--- src/rtl/page_adjust_defs.vh ---
`ifndef PAGE_ADJUST_DEFS_VH
`define PAGE_ADJUST_DEFS_VH

// Widths
`define PAGE_W            10
`define EA_W              16
`define EA_WINDOW_BIT     15

// Addressing modes reported by the address generator
`define MODE_W            2
`define MODE_LINEAR       2'h0
`define MODE_REG_OFFSET   2'h1
`define MODE_MODULO       2'h2
`define MODE_BIT_REVERSE  2'h3

// Page boundary values
`define PAGE_ZERO         10'h000
`define PAGE_FIRST        10'h001
`define PAGE_EXT_LAST       10'h1ff
`define PAGE_PROG_FIRST     10'h200
`define PAGE_PROG_LSW_LAST  10'h2ff
`define PAGE_PROG_MSB_FIRST 10'h300
`define PAGE_PROG_MSB_LAST  10'h3ff
`define PAGE_ONE          10'h001

// Reset values of the page registers
`define READ_PAGE_RESET   10'h001
`define WRITE_PAGE_RESET  10'h001

`endif

--- src/rtl/page_step.v ---
`timescale 1ns/1ps
`default_nettype none
`include "page_adjust_defs.vh"

module page_step #(
  parameter PAGE_W = `PAGE_W
) (
  input  wire [PAGE_W-1:0] page,
  input  wire              is_write,
  input  wire              in_window,
  input  wire [1:0]        mode,
  input  wire              overflow,
  input  wire              underflow,
  input  wire              ea_bit_in,
  output reg  [PAGE_W-1:0] page_next,
  output reg               ea_bit_next
);

  // Next page and window bit for one access through one page register
  always @* begin
    page_next   = page;
    ea_bit_next = ea_bit_in;
    if (in_window && (overflow || underflow)) begin
      if (mode != `MODE_LINEAR) begin
        // Wrap inside the current page, page untouched
        ea_bit_next = 1'b1;
      end else if (overflow) begin
        ea_bit_next = 1'b0;
        if (page == `PAGE_EXT_LAST) begin
          page_next = page;
          if (is_write) begin
            page_next = page;
          end
        end else if (!is_write && page == `PAGE_PROG_LSW_LAST) begin
          page_next   = `PAGE_PROG_MSB_FIRST;
          ea_bit_next = 1'b1;
        end else if (!is_write && page == `PAGE_PROG_MSB_LAST) begin
          page_next = page;
        end else begin
          page_next   = page + `PAGE_ONE;
          ea_bit_next = 1'b1;
        end
      end else begin
        ea_bit_next = 1'b0;
        if (!is_write && page == `PAGE_FIRST) begin
          page_next = page;
        end else if (!is_write && page == `PAGE_PROG_FIRST) begin
          page_next = page;
        end else if (!is_write && page == `PAGE_PROG_MSB_FIRST) begin
          page_next   = `PAGE_PROG_LSW_LAST;
          ea_bit_next = 1'b1;
        end else begin
          page_next   = page - `PAGE_ONE;
          ea_bit_next = 1'b1;
        end
      end
    end
  end

endmodule // page_step

`default_nettype wire

--- src/rtl/paged_data_address_adjust.v ---
// Notes on behaviour
// - Separate page registers for reads and writes
// - Page crossing first clears effective address bit 15
// - Crossing only from window page, linear modes
// - Overflow increments page, sets bit 15
// - Underflow decrements page, sets bit 15
// - Offset, modulo, bit-reverse: set bit, keep page
// - Read overflow at 0x1FF: keep, clear bit
// - Write overflow at 0x1FF: keep, clear bit
// - Read overflow at 0x2FF: go 0x300, keep bit
// - Read overflow at 0x3FF: keep, clear bit
// - Read underflow at 0x001: keep, clear bit
// - Read underflow at 0x200: keep, clear bit
// - Read underflow at 0x300: go 0x2FF, keep bit
// - Cleared bit 15 targets base data space
// - Window access with page zero traps
// - Writes into program window trap
`timescale 1ns/1ps
`default_nettype none
`include "page_adjust_defs.vh"

module paged_data_address_adjust #(
  parameter PAGE_W = `PAGE_W,
  parameter EA_W   = `EA_W
) (
  input  wire              clk,
  input  wire              rst_n,
  input  wire              req_valid,
  input  wire              req_write,
  input  wire [1:0]        req_mode,
  input  wire [EA_W-1:0]   req_ea,
  input  wire              req_in_window,
  input  wire              req_overflow,
  input  wire              req_underflow,
  input  wire              load_valid,
  input  wire              load_write_page,
  input  wire [PAGE_W-1:0] load_value,
  output reg               resp_valid,
  output reg  [EA_W-1:0]   resp_ea,
  output reg  [PAGE_W-1:0] resp_page,
  output reg               resp_base_space,
  output reg               resp_addr_error,
  output reg  [PAGE_W-1:0] read_page_select,
  output reg  [PAGE_W-1:0] write_page_select
);

  ////////////////////////////////////////////////////////////////////////////
  // Internal nets

  // Next values of the page registers and the response
  reg  [PAGE_W-1:0] active_page_select;
  reg  [PAGE_W-1:0] read_page_next;
  reg  [PAGE_W-1:0] write_page_next;
  reg               trap_next;
  reg  [EA_W-1:0]   ea_next;
  reg               base_next;

  // Trap causes, kept apart for debug
  reg               trap_page_zero;
  reg               trap_prog_write;

  // Boundary arithmetic results
  wire [PAGE_W-1:0] step_page;
  wire              step_ea_bit;

  // Request and load decode
  wire              read_access;
  wire              write_access;
  wire              read_load;
  wire              write_load;
  wire              window_start;

  ////////////////////////////////////////////////////////////////////////////
  // Request decode

  // Which register an access or a load touches this cycle
  assign read_access  = req_valid & ~req_write;
  assign write_access = req_valid & req_write;
  assign read_load    = load_valid & ~load_write_page;
  assign write_load   = load_valid & load_write_page;

  // A crossing only counts when the unmodified address sat in a window
  // page; a base-space address never moves a page register
  assign window_start = req_in_window & req_ea[`EA_WINDOW_BIT];

  ////////////////////////////////////////////////////////////////////////////
  // Page selection for the current request

  // Reads use one register and writes the other
  always @* begin
    if (req_write) begin
      active_page_select = write_page_select;
    end else begin
      active_page_select = read_page_select;
    end
  end

  ////////////////////////////////////////////////////////////////////////////
  // Boundary arithmetic

  // One step unit serves both registers; only one is used per access
  page_step #(
    .PAGE_W (PAGE_W)
  ) u_step (
    .page        (active_page_select),
    .is_write    (req_write),
    .in_window   (window_start),
    .mode        (req_mode),
    .overflow    (req_overflow),
    .underflow   (req_underflow),
    .ea_bit_in   (req_ea[`EA_WINDOW_BIT]),
    .page_next   (step_page),
    .ea_bit_next (step_ea_bit)
  );

  ////////////////////////////////////////////////////////////////////////////
  // Adjusted address

  // Only bit 15 is touched; the low bits already wrapped inside the
  // generator, which is what makes the window look linear
  always @* begin
    ea_next                 = req_ea;
    ea_next[`EA_WINDOW_BIT] = step_ea_bit;
  end

  ////////////////////////////////////////////////////////////////////////////
  // Page register updates

  // The read register follows a read access; a same-cycle load overrides
  // the adjustment so software always sees the value it wrote
  always @* begin
    read_page_next = read_page_select;
    if (read_access) begin
      read_page_next = step_page;
    end
    if (read_load) begin
      read_page_next = load_value;
    end
  end

  // The write register behaves the same way for write accesses
  always @* begin
    write_page_next = write_page_select;
    if (write_access) begin
      write_page_next = step_page;
    end
    if (write_load) begin
      write_page_next = load_value;
    end
  end

  ////////////////////////////////////////////////////////////////////////////
  // Address error detection

  // Checked on the final address and the page the access really lands in;
  // each cause is kept apart so a waveform shows which one fired
  always @* begin
    trap_page_zero  = 1'b0;
    trap_prog_write = 1'b0;
    if (ea_next[`EA_WINDOW_BIT]) begin
      // Page zero has no window behind it
      trap_page_zero  = (step_page == `PAGE_ZERO);
      // The program window can only be read, never written
      trap_prog_write = req_write && (step_page >= `PAGE_PROG_FIRST);
    end
    trap_next = trap_page_zero | trap_prog_write;
  end

  ////////////////////////////////////////////////////////////////////////////
  // Space select

  // A boundary case that clears bit 15 drops the access into base data
  // space; a set bit keeps it in the window of the active page register
  always @* begin
    base_next = ~ea_next[`EA_WINDOW_BIT];
  end

  ////////////////////////////////////////////////////////////////////////////
  // Page registers

  // Both registers reset to the first extended page rather than page zero,
  // so an access right after reset does not trap
  always @(posedge clk) begin
    if (!rst_n) begin
      read_page_select  <= `READ_PAGE_RESET;
      write_page_select <= `WRITE_PAGE_RESET;
    end else begin
      read_page_select  <= read_page_next;
      write_page_select <= write_page_next;
    end
  end

  ////////////////////////////////////////////////////////////////////////////
  // Response

  // Valid and error are one-cycle pulses; the error is gated by the request
  // so a stale trap cannot show on an idle cycle
  always @(posedge clk) begin
    if (!rst_n) begin
      resp_valid      <= 1'b0;
      resp_addr_error <= 1'b0;
    end else begin
      resp_valid      <= req_valid;
      resp_addr_error <= req_valid & trap_next;
    end
  end

  // Address, page and space flag hold until the next request, so a slow
  // consumer can still pick them up after the valid pulse
  always @(posedge clk) begin
    if (!rst_n) begin
      resp_ea         <= {EA_W{1'b0}};
      resp_page       <= {PAGE_W{1'b0}};
      resp_base_space <= 1'b0;
    end else if (req_valid) begin
      resp_ea         <= ea_next;
      resp_page       <= step_page;
      resp_base_space <= base_next;
    end
  end

endmodule // paged_data_address_adjust

`default_nettype wire

--- config.mk ---
export PLATFORM = sky130hd
export DESIGN_NAME = paged_data_address_adjust
export DESIGN_NICKNAME = d
export VERILOG_FILES = /design/src/rtl/page_step.v /design/src/rtl/paged_data_address_adjust.v
export VERILOG_INCLUDE_DIRS = /design/src /design/src/rtl
export SDC_FILE = /design/constraint.sdc
export NUM_CORES = 1
export LEC_CHECK = 0
export ABC_AREA = 1
export BUFFER_PORTS_ARGS = -buffer_cell sky130_fd_sc_hd__buf_2
export CAP_MARGIN = 20
export CORE_MARGIN = 4
export CORE_UTILIZATION = 57
export CTS_CLUSTER_DIAMETER = 120
export DETAILED_ROUTE_END_ITERATION = 16
export PLACE_DENSITY = 0.92
export SYNTH_ARGS = -nofsm -noshare
export SYNTH_HDL_FRONTEND = slang
export SYNTH_SLANG_ARGS = --single-unit
--- constraint.sdc ---
create_clock -name clk -period 3.8 [get_ports clk]
set_input_delay 0.57 -clock clk [delete_from_list [all_inputs] [get_ports clk]]
set_output_delay 0.57 -clock clk [all_outputs]
set_load 0.005 [all_outputs]
# Word-level counts from Yosys, hierarchy flattened
# Cells that the tools add are included.
# totals
out_inout_bits,49
ff_bits,49
# classes
n_addsub,2
n_eq_ne,6
muxes,24
n_reduce_logical,13
n_lt_le_gt_ge,1
bitwise_logic,10
# op_table
op,count
$mux W10,14
$eq A10 B10 Y1 const B,4
$add A10 B1 Y10 const B,1
$eq A10 B1 Y1 const B,1
$eq A10 B9 Y1 const B,1
$ge A10 B10 Y1 const B,1
$logic_not A10 Y1,1
$mux W1,10
$sub A10 B1 Y10 const B,1
$logic_and A1 B1 Y1,7
$and A1 B1 Y1,6
$reduce_bool A2 Y1,3
$not A1 Y1,3
$logic_not A1 Y1,1
$logic_or A1 B1 Y1,1
$or A1 B1 Y1,1

# Depth between registers and ports, before layout
# Gate-level depths: netlist of the first run.
# depth
depth_word,14
ltp_mapped,19

# Modules after synthesis
# From an unflattened synthesis of the first run, not the netlist that was laid out.
# hier_totals
cells_unflattened,515
hier_area_um2,3261.9
# modules_own_cells
mod,instances,cells_each,area_per_inst_um2,seq_area_each_um2
paged_data_address_adjust,1,304,2192.1,980.9
page_step,1,211,1069.8,0.0

# Least setup slack after synthesis of the first run
# No wires, ideal clock.
# synth_path
kind,input -> register
from,input port req_write
to,register resp_addr_error
setup_slack_ps,1504
setup_ps,70
arrival_ps,2226
cell_stages,17
path_buffers,1
cell_sequence,inv_2 buf_6 nand2_1 nand2_2 ha_1 nand3_2 nor2_4 nand4_2 nand2_1 nand2_1 nand3_1 nand2_1 nand2_1 nand2_1 nor2_1 nand3_1 a21oi_1
# synth_between
elab_chain_cells,14
word_cells_on_any_way,39
# synth_lines
item,line,source
start: declaration,paged_data_address_adjust.v:29,"input wire req_write,"
"parallel branches: the longest is 12 deep, another holds $sub A10 B1 Y10",n/a,
$or A1 B1 Y1 *,paged_data_address_adjust.v:166,trap_next = trap_page_zero | trap_prog_write;
$and A1 B1 Y1 *,paged_data_address_adjust.v:204,resp_addr_error <= req_valid & trap_next;
end signal: assignment,paged_data_address_adjust.v:204,
end: declaration,paged_data_address_adjust.v:42,"output reg resp_addr_error,"
# Mark *: on every way between the ends.
# A chain may end at the register's enable or synchronous reset.

# Worst setup path after layout of the first run
# Ends and elaborated chain as after synthesis.

==> results_dict.tcl, run 1 <==
set metrics [dict create \
    outcome "finished, final reports clean" \
    globalRouteMet3Util 0.0423 \
    synth_warnings 0 \
    grt_usage 0.304 \
    crit_fanout 22 \
    io_pins 86 \
    hold_depth 3 \
    fin_crit_sh 0.781 \
    critPathMostFrequentCell "nand2_1" \
    hold_end "resp_ea[9]" \
    dpl.hpwl_mm 7.88 \
    clkSinkCount 49 \
    final.fill_count 471 \
    synth_top_area_share 0.310 \
    worstSetupPathType "input pin to register" \
    synth.cell_area_um2 3170 \
    grt_max_degree 33 \
    tns_ns 0 \
    maxCapViolCount 0 \
    rows 26 \
    slowest_stage "inv_2" \
    drt_iter0_markers 380 \
    clk_path_buf_depth 2 \
    power_mw 1.26 \
    cts_resized 0 \
    area_growth_syn_to_layout_pct 17.0 \
    drc 0 \
    arrival_ns 3.20 \
    diodes 0 \
    leakagePower_nw 1.97 \
    rr_startpoint "read_page_select[0]" \
    ys_ff_latch 49 \
    tightest_slew_ns 0.760 \
    pre_cts_ws_ns 0.591 \
    max_slew_margin 0.492 \
    die_y_um 82.5 \
    final_core_util 0.708 \
    clk_latency_ns 0.31 \
    cts_inserted_buffers 5 \
    synth_top_cell_by_area "dfxtp_1" \
    hold_buffers 0 \
    vias_per_cell 5.57 \
    ys_top_cells_by_area "dfxtp_1 (31%), nand2_1 (25%), nand3_1 (10%)" \
    antenna_found_initial 0 \
    r2r_slack_ns 1.29 \
    slew_viol_final 0 \
    r2r-end "resp_addr_error" \
    crit_path_start_kind "input pin" \
    finClkSkew_ns 0.00640 \
    cts_tree "yes" \
    core_area_um2 5240 \
    drive_gt1_frac 0.220 \
    critPathRequiredTime_ns 4.03 \
    final_hold_viol_count 0 \
    cp-end-kind "register" \
    vdd_drop_max_v 0.000235 \
    critPathMaxStageDelay_ns 0.33 \
    ys_seq_area_frac 0.310 \
    cts-root-buf "clkbuf_8" \
    achievable-frequency_ghz 0.337 \
    nNetsFinal 632 \
    die_width_um 82.5 \
    syn_inst 515 \
    pwr_density_cell_nw_per_um2 341 \
    wl_per_cell_um 15.3 \
    initial_core_util 0.605 \
    dr.pass1.iters 5 \
    grt-ovfl-total 0 \
    port_buffers 85 \
    synth.distinct_cells 29 \
    synth.avg_cell_area_um2 6.15 \
    htreeDepth 2 \
    use_met1 0.426 \
    cts_setup_buffers 0 \
    cp_cell_sequence "buf_2, inv_2, nand2_1, nand2_2, ha_1, nand3_2, nor2_4, nand4_2, nand2_1, nand2_1, nand3_1, nand2_1, nand2_1, nand2_1, nor2_1, nand3_1, a21oi_1" \
    clkTransAtPathRegs_ns 0.09 \
    grt_first_pass_wirelength_mm 16.0 \
    grt_pass1_vias 3338 \
    worstHoldStart "req_ea[9]" \
    gp_congestion 1.01 \
    routed_wl_mm 10.1 \
    syn-num-nets 555 \
    vias 3687 \
    fin_crit_ns 2.97 \
    grt_busiest_layer "met2" \
    rr_worst_depth 15 \
    hp-class "input pin to register" \
    grtUsageMet2 0.463 \
    dieArea_um2 6810 \
    post-route-worst-setup-slack_ns 0.833 \
    finalSetupViolCount 0 \
    ant_nets 0 \
    rsz0062_at_grt "no" \
]
[per-stage QoR]
stage | std cells | hold WS [ns] | instance area (um^2)
4_1_cts | 662 | 0.440 | 3710
6_report | 662 | 0.439 | 3710
3_3_place_gp | 655 | 0.455 | 3600
5_1_grt | 662 | 0.442 | 3710
3_5_place_dp | 655 | 0.458 | 3600
2_1_floorplan | 515 | 0.466 | 3170
[worst max-delay path, delay by kind of cell]
| family | cells | cell delay, ns |
|---|---|---|
| buf+inv | 2 | 0.54 |
| simple gates | 13 | 1.67 |
| compound gates | 1 | 0.17 |
| fa+ha+maj | 1 | 0.24 |
[power breakdown]
part	switching, mW	internal [mW]
registers	0.0240	0.545
logic	0.207	0.105
clock network	0.186	0.195
[cell usage in the layout (no fill, tap or decap), drive strengths merged]
master / netlist / routed
a21boi: 1 / 1
a21oi: 3 / 3
a31oi: 20 / 20
buf: 6 / 86
bufinv: 0 / 1
clkbuf: 10 / 5
clkinv: 6 / 6
dfxtp: 49 / 49
ha: 3 / 3
inv: 45 / 46
nand2: 230 / 230
nand3: 68 / 68
nand4: 13 / 13
nor2: 35 / 35
nor3: 1 / 1
o21ai: 17 / 17
xnor2: 1 / 1
xor2: 7 / 7
[sequential cells by signal, indices dropped and copies added, names as in the netlist]
| signal | flops |
|---|---|
| resp_base_space | 1 |
| resp_ea | 16 |
| resp_page | 10 |
| resp_addr_error | 1 |
| resp_valid | 1 |
| write_page_select | 10 |
| read_page_select | 10 |
[routing by layer]
layer,vias to the layer above,part of all wire
li1,1799,-
met1,1663,0.44
met2,186,0.45
met3,39,0.071
met4,0,0.042
met5,-,0
[synth_stat cells (all sizes together)]
cell,number
nand3,68
ha,3
a31oi,20
nor3,1
inv,45
a21oi,3
o21ai,17
a21boi,1
clkbuf,10
nor2,35
nand4,13
buf,6
nand2,230
xor2,7
xnor2,1
dfxtp,49
clkinv,6
[how the worst max path moves through the flow]
stage / start / endpoint / depth (start not counted)
2_1_floorplan: req_write / resp_addr_error / 17
3_3_place_gp: req_write / resp_addr_error / 17
3_5_place_dp: req_write / resp_addr_error / 17
4_1_cts: req_write / resp_addr_error / 17
5_1_grt: req_write / resp_addr_error / 17
6_report: req_write / resp_addr_error / 17
[final cells by class]
type | count | area, um^2 | area share
clock buffer | 5 | 68.8 | 0.0186
clock inverter | 2 | 38.8 | 0.0105
inverter | 51 | 191 | 0.0517
multi-input combinational | 399 | 1910 | 0.514
sequential | 49 | 981 | 0.265
tap | 70 | 87.6 | 0.0236
timing repair buffer | 86 | 433 | 0.117
[cells by family after synthesis]
group           count (synthesis)  share of synthesized area
compound gates                 41                     0.0759
xor+xnor                        8                     0.0221
fa+ha+maj                       3                     0.0119
buf+inv                        67                     0.0885
flops                          49                      0.310
simple gates                  347                      0.492
Power figures use the tool's default switching activity.
==> inputs of run 2 (changes only) <==
- CORE_UTILIZATION: 57 -> 53
- PLACE_DENSITY: 0.92 -> 0.87
- clock period: 3.8 -> 2.75 ns (I/O delays scaled with it)
==> results_dict.tcl, run 2 (synthesis gave the netlist of run 1 again) <==
set metrics [dict create \
    hold_buffers 0 \
    diodes 0 \
    dpl.cell_count 665 \
    cts-root-buf "clkbuf_8" \
    crit_cells 18 \
    cp_cell_sequence "buf_2, inv_2, nand2_1, nand2_2, inv_1, ha_1, nand2_1, nor2_1, nand3_2, nand3_2, inv_2, nand2_1, nand3_1, nand2_1, nand2_1, nor2_1, nand3_1, a21oi_1" \
    register_area_um2 981 \
    p_int_mw 1.09 \
    critPathRequiredTime_ns 2.99 \
    wl_per_cell_um 14.6 \
    outcome "finished, final reports clean" \
    worstSetupPathType "input pin to register" \
    leakagePower_nw 2.00 \
    p_comb_frac 0.266 \
    htreeDepth 2 \
    pwr-share-clk 0.261 \
    mostFrequentLayoutCells "nand2_1 (215), buf_2 (85), nand3_1 (64)" \
    arrival_ns 2.70 \
    final_common_cell "nand2_1" \
    switching_share 0.345 \
    clk_latency_ns 0.31 \
    power_switching_uw 573 \
    slowest_stage "buf_2" \
    drive_gt1_frac 0.231 \
    finClkSkew_ns 0.00739 \
    max_slew_margin 0.508 \
    tns_ns 0 \
    drt_iter0_markers 302 \
    fin_crit_ns 2.45 \
    seq_power_share 0.473 \
    rows 27 \
    ant_nets 0 \
    routed_wl_mm 9.84 \
    grt_usage 0.266 \
    nNetsFinal 640 \
    cts_resized 0 \
    final_core_util 0.665 \
    critPathMostFrequentCell "nand2_1" \
    port_buffers 85 \
    antenna_found_initial 0 \
    final.fill_count 509 \
    die_width_um 85.3 \
    pwr_density_cell_nw_per_um2 443 \
    final_hold_viol_count 0 \
    slew_viol_final 0 \
    area_growth_syn_to_layout_pct 18.5 \
    vdd_drop_max_v 0.000318 \
    grt_pass1_vias 3350 \
    io_pins 86 \
    stdcell_count 673 \
    crit_path_start_kind "input pin" \
    regMostFlops "resp_ea" \
    dieArea_um2 7280 \
    grt_first_pass_wirelength_mm 15.7 \
    rsz0062_at_grt "no" \
    cts_tree "yes" \
    initial_core_util 0.561 \
    finalSetupViolCount 0 \
    dr.pass1.iters 5 \
    cts_inserted_buffers 5 \
    core_area_um2 5640 \
    clkSinkCount 49 \
    achievable-frequency_ghz 0.407 \
    path_buf_inv 4 \
    post-route-worst-setup-slack_ns 0.296 \
    critPathMaxStageDelay_ns 0.23 \
    drc 0 \
    grt-ovfl-total 0 \
    maxCapViolCount 0 \
    pre_cts_ws_ns 0.0715 \
    crit_fanout 13 \
    clkTransAtPathRegs_ns 0.09 \
    dpl.hpwl_mm 7.64 \
    vias_per_cell 5.47 \
    hp-class "input pin to register" \
    cp-end-kind "register" \
    crit_family "simple AND/OR/NAND/NOR gates" \
    hold_depth 3 \
    cts_setup_buffers 0 \
    die_y_um 85.3 \
    grt_max_degree 33 \
    clk_path_buf_depth 2 \
    rr_worst_depth 17 \
    fin_crit_sh 0.892 \
    tightest_slew_ns 0.735 \
    vias 3678 \
    gp_congestion 1.06 \
    largest_register_ffs 16 \
    multi_input_area_um2 1910 \
]
[run 2: changes by cell type in the layout (fill, tap and decap cells not counted), sizes merged]
| cell | delta |
|---|---|
| inv | -1 |
| buf | +8 |
| bufinv | -1 |
| clkinv | +3 |
[run 2: worst reg2reg max path, cell delays in order, from the launching register on]
cell and delay [ns]:
dfxtp_1 0.38, nand2_1 0.08, nand2_2 0.14, inv_1 0.11
ha_1 0.25, nand2_1 0.13, nor2_1 0.09, nand2_1 0.13
nor2_1 0.06, nor2_2 0.18, nand2_1 0.07, nand2_1 0.06
nand3_1 0.07, nand2_1 0.23, nand2_1 0.09, nor2_1 0.11
nand3_1 0.07, a21oi_1 0.12
[run 2: per-stage QoR]
stage                     total power [mW]  area, um^2  hold slack (ns)
after detailed placement              1.23        3660            0.460
after global placement                1.23        3660            0.455
after floorplan                       1.07        3170            0.466
after CTS                             1.65        3750            0.284
final                                 1.66        3750            0.285
after global routing                  1.75        3750            0.280
[run 2: area by class of cell]
class | instances | share of cell area
Clock buffer | 5 | 0.0183
Clock inverter | 3 | 0.00600
Inverter | 51 | 0.0510
Multi-Input combinational cell | 399 | 0.508
Sequential cell | 49 | 0.261
Tap cell | 72 | 0.0240
Timing Repair Buffer | 94 | 0.131
[run 2: worst paths after layout]
| path | slack (ns) | to | startpoint |
|---|---|---|---|
| hold / removal | 0.29 | resp_ea[11] | req_ea[11] |
| setup reg to reg | 0.31 | resp_addr_error | write_page_select[1] |
| hold reg to reg | 0.47 | resp_ea[9] | resp_ea[9] |
| setup / recovery | 0.30 | resp_addr_error | req_write |
[run 2: power groups by stage]
| stage | combinational, mW | sequential, mW | clock (mW) |
|---|---|---|---|
| floorplan | 0.274 | 0.801 | 0 |
| global placement | 0.428 | 0.799 | 0 |
| detailed placement | 0.432 | 0.800 | 0 |
| CTS | 0.434 | 0.784 | 0.434 |
| global route | 0.489 | 0.790 | 0.470 |
| finish | 0.442 | 0.785 | 0.433 |
[run 2: routing by layer]
layer / vias up / GRT usage / part of all wire
met5: - / 0 / 0
met4: 0 / 0.109 / 0.034
met3: 30 / 0.0583 / 0.092
met2: 206 / 0.418 / 0.45
met1: 1624 / 0.352 / 0.42
li1: 1818 / - / -
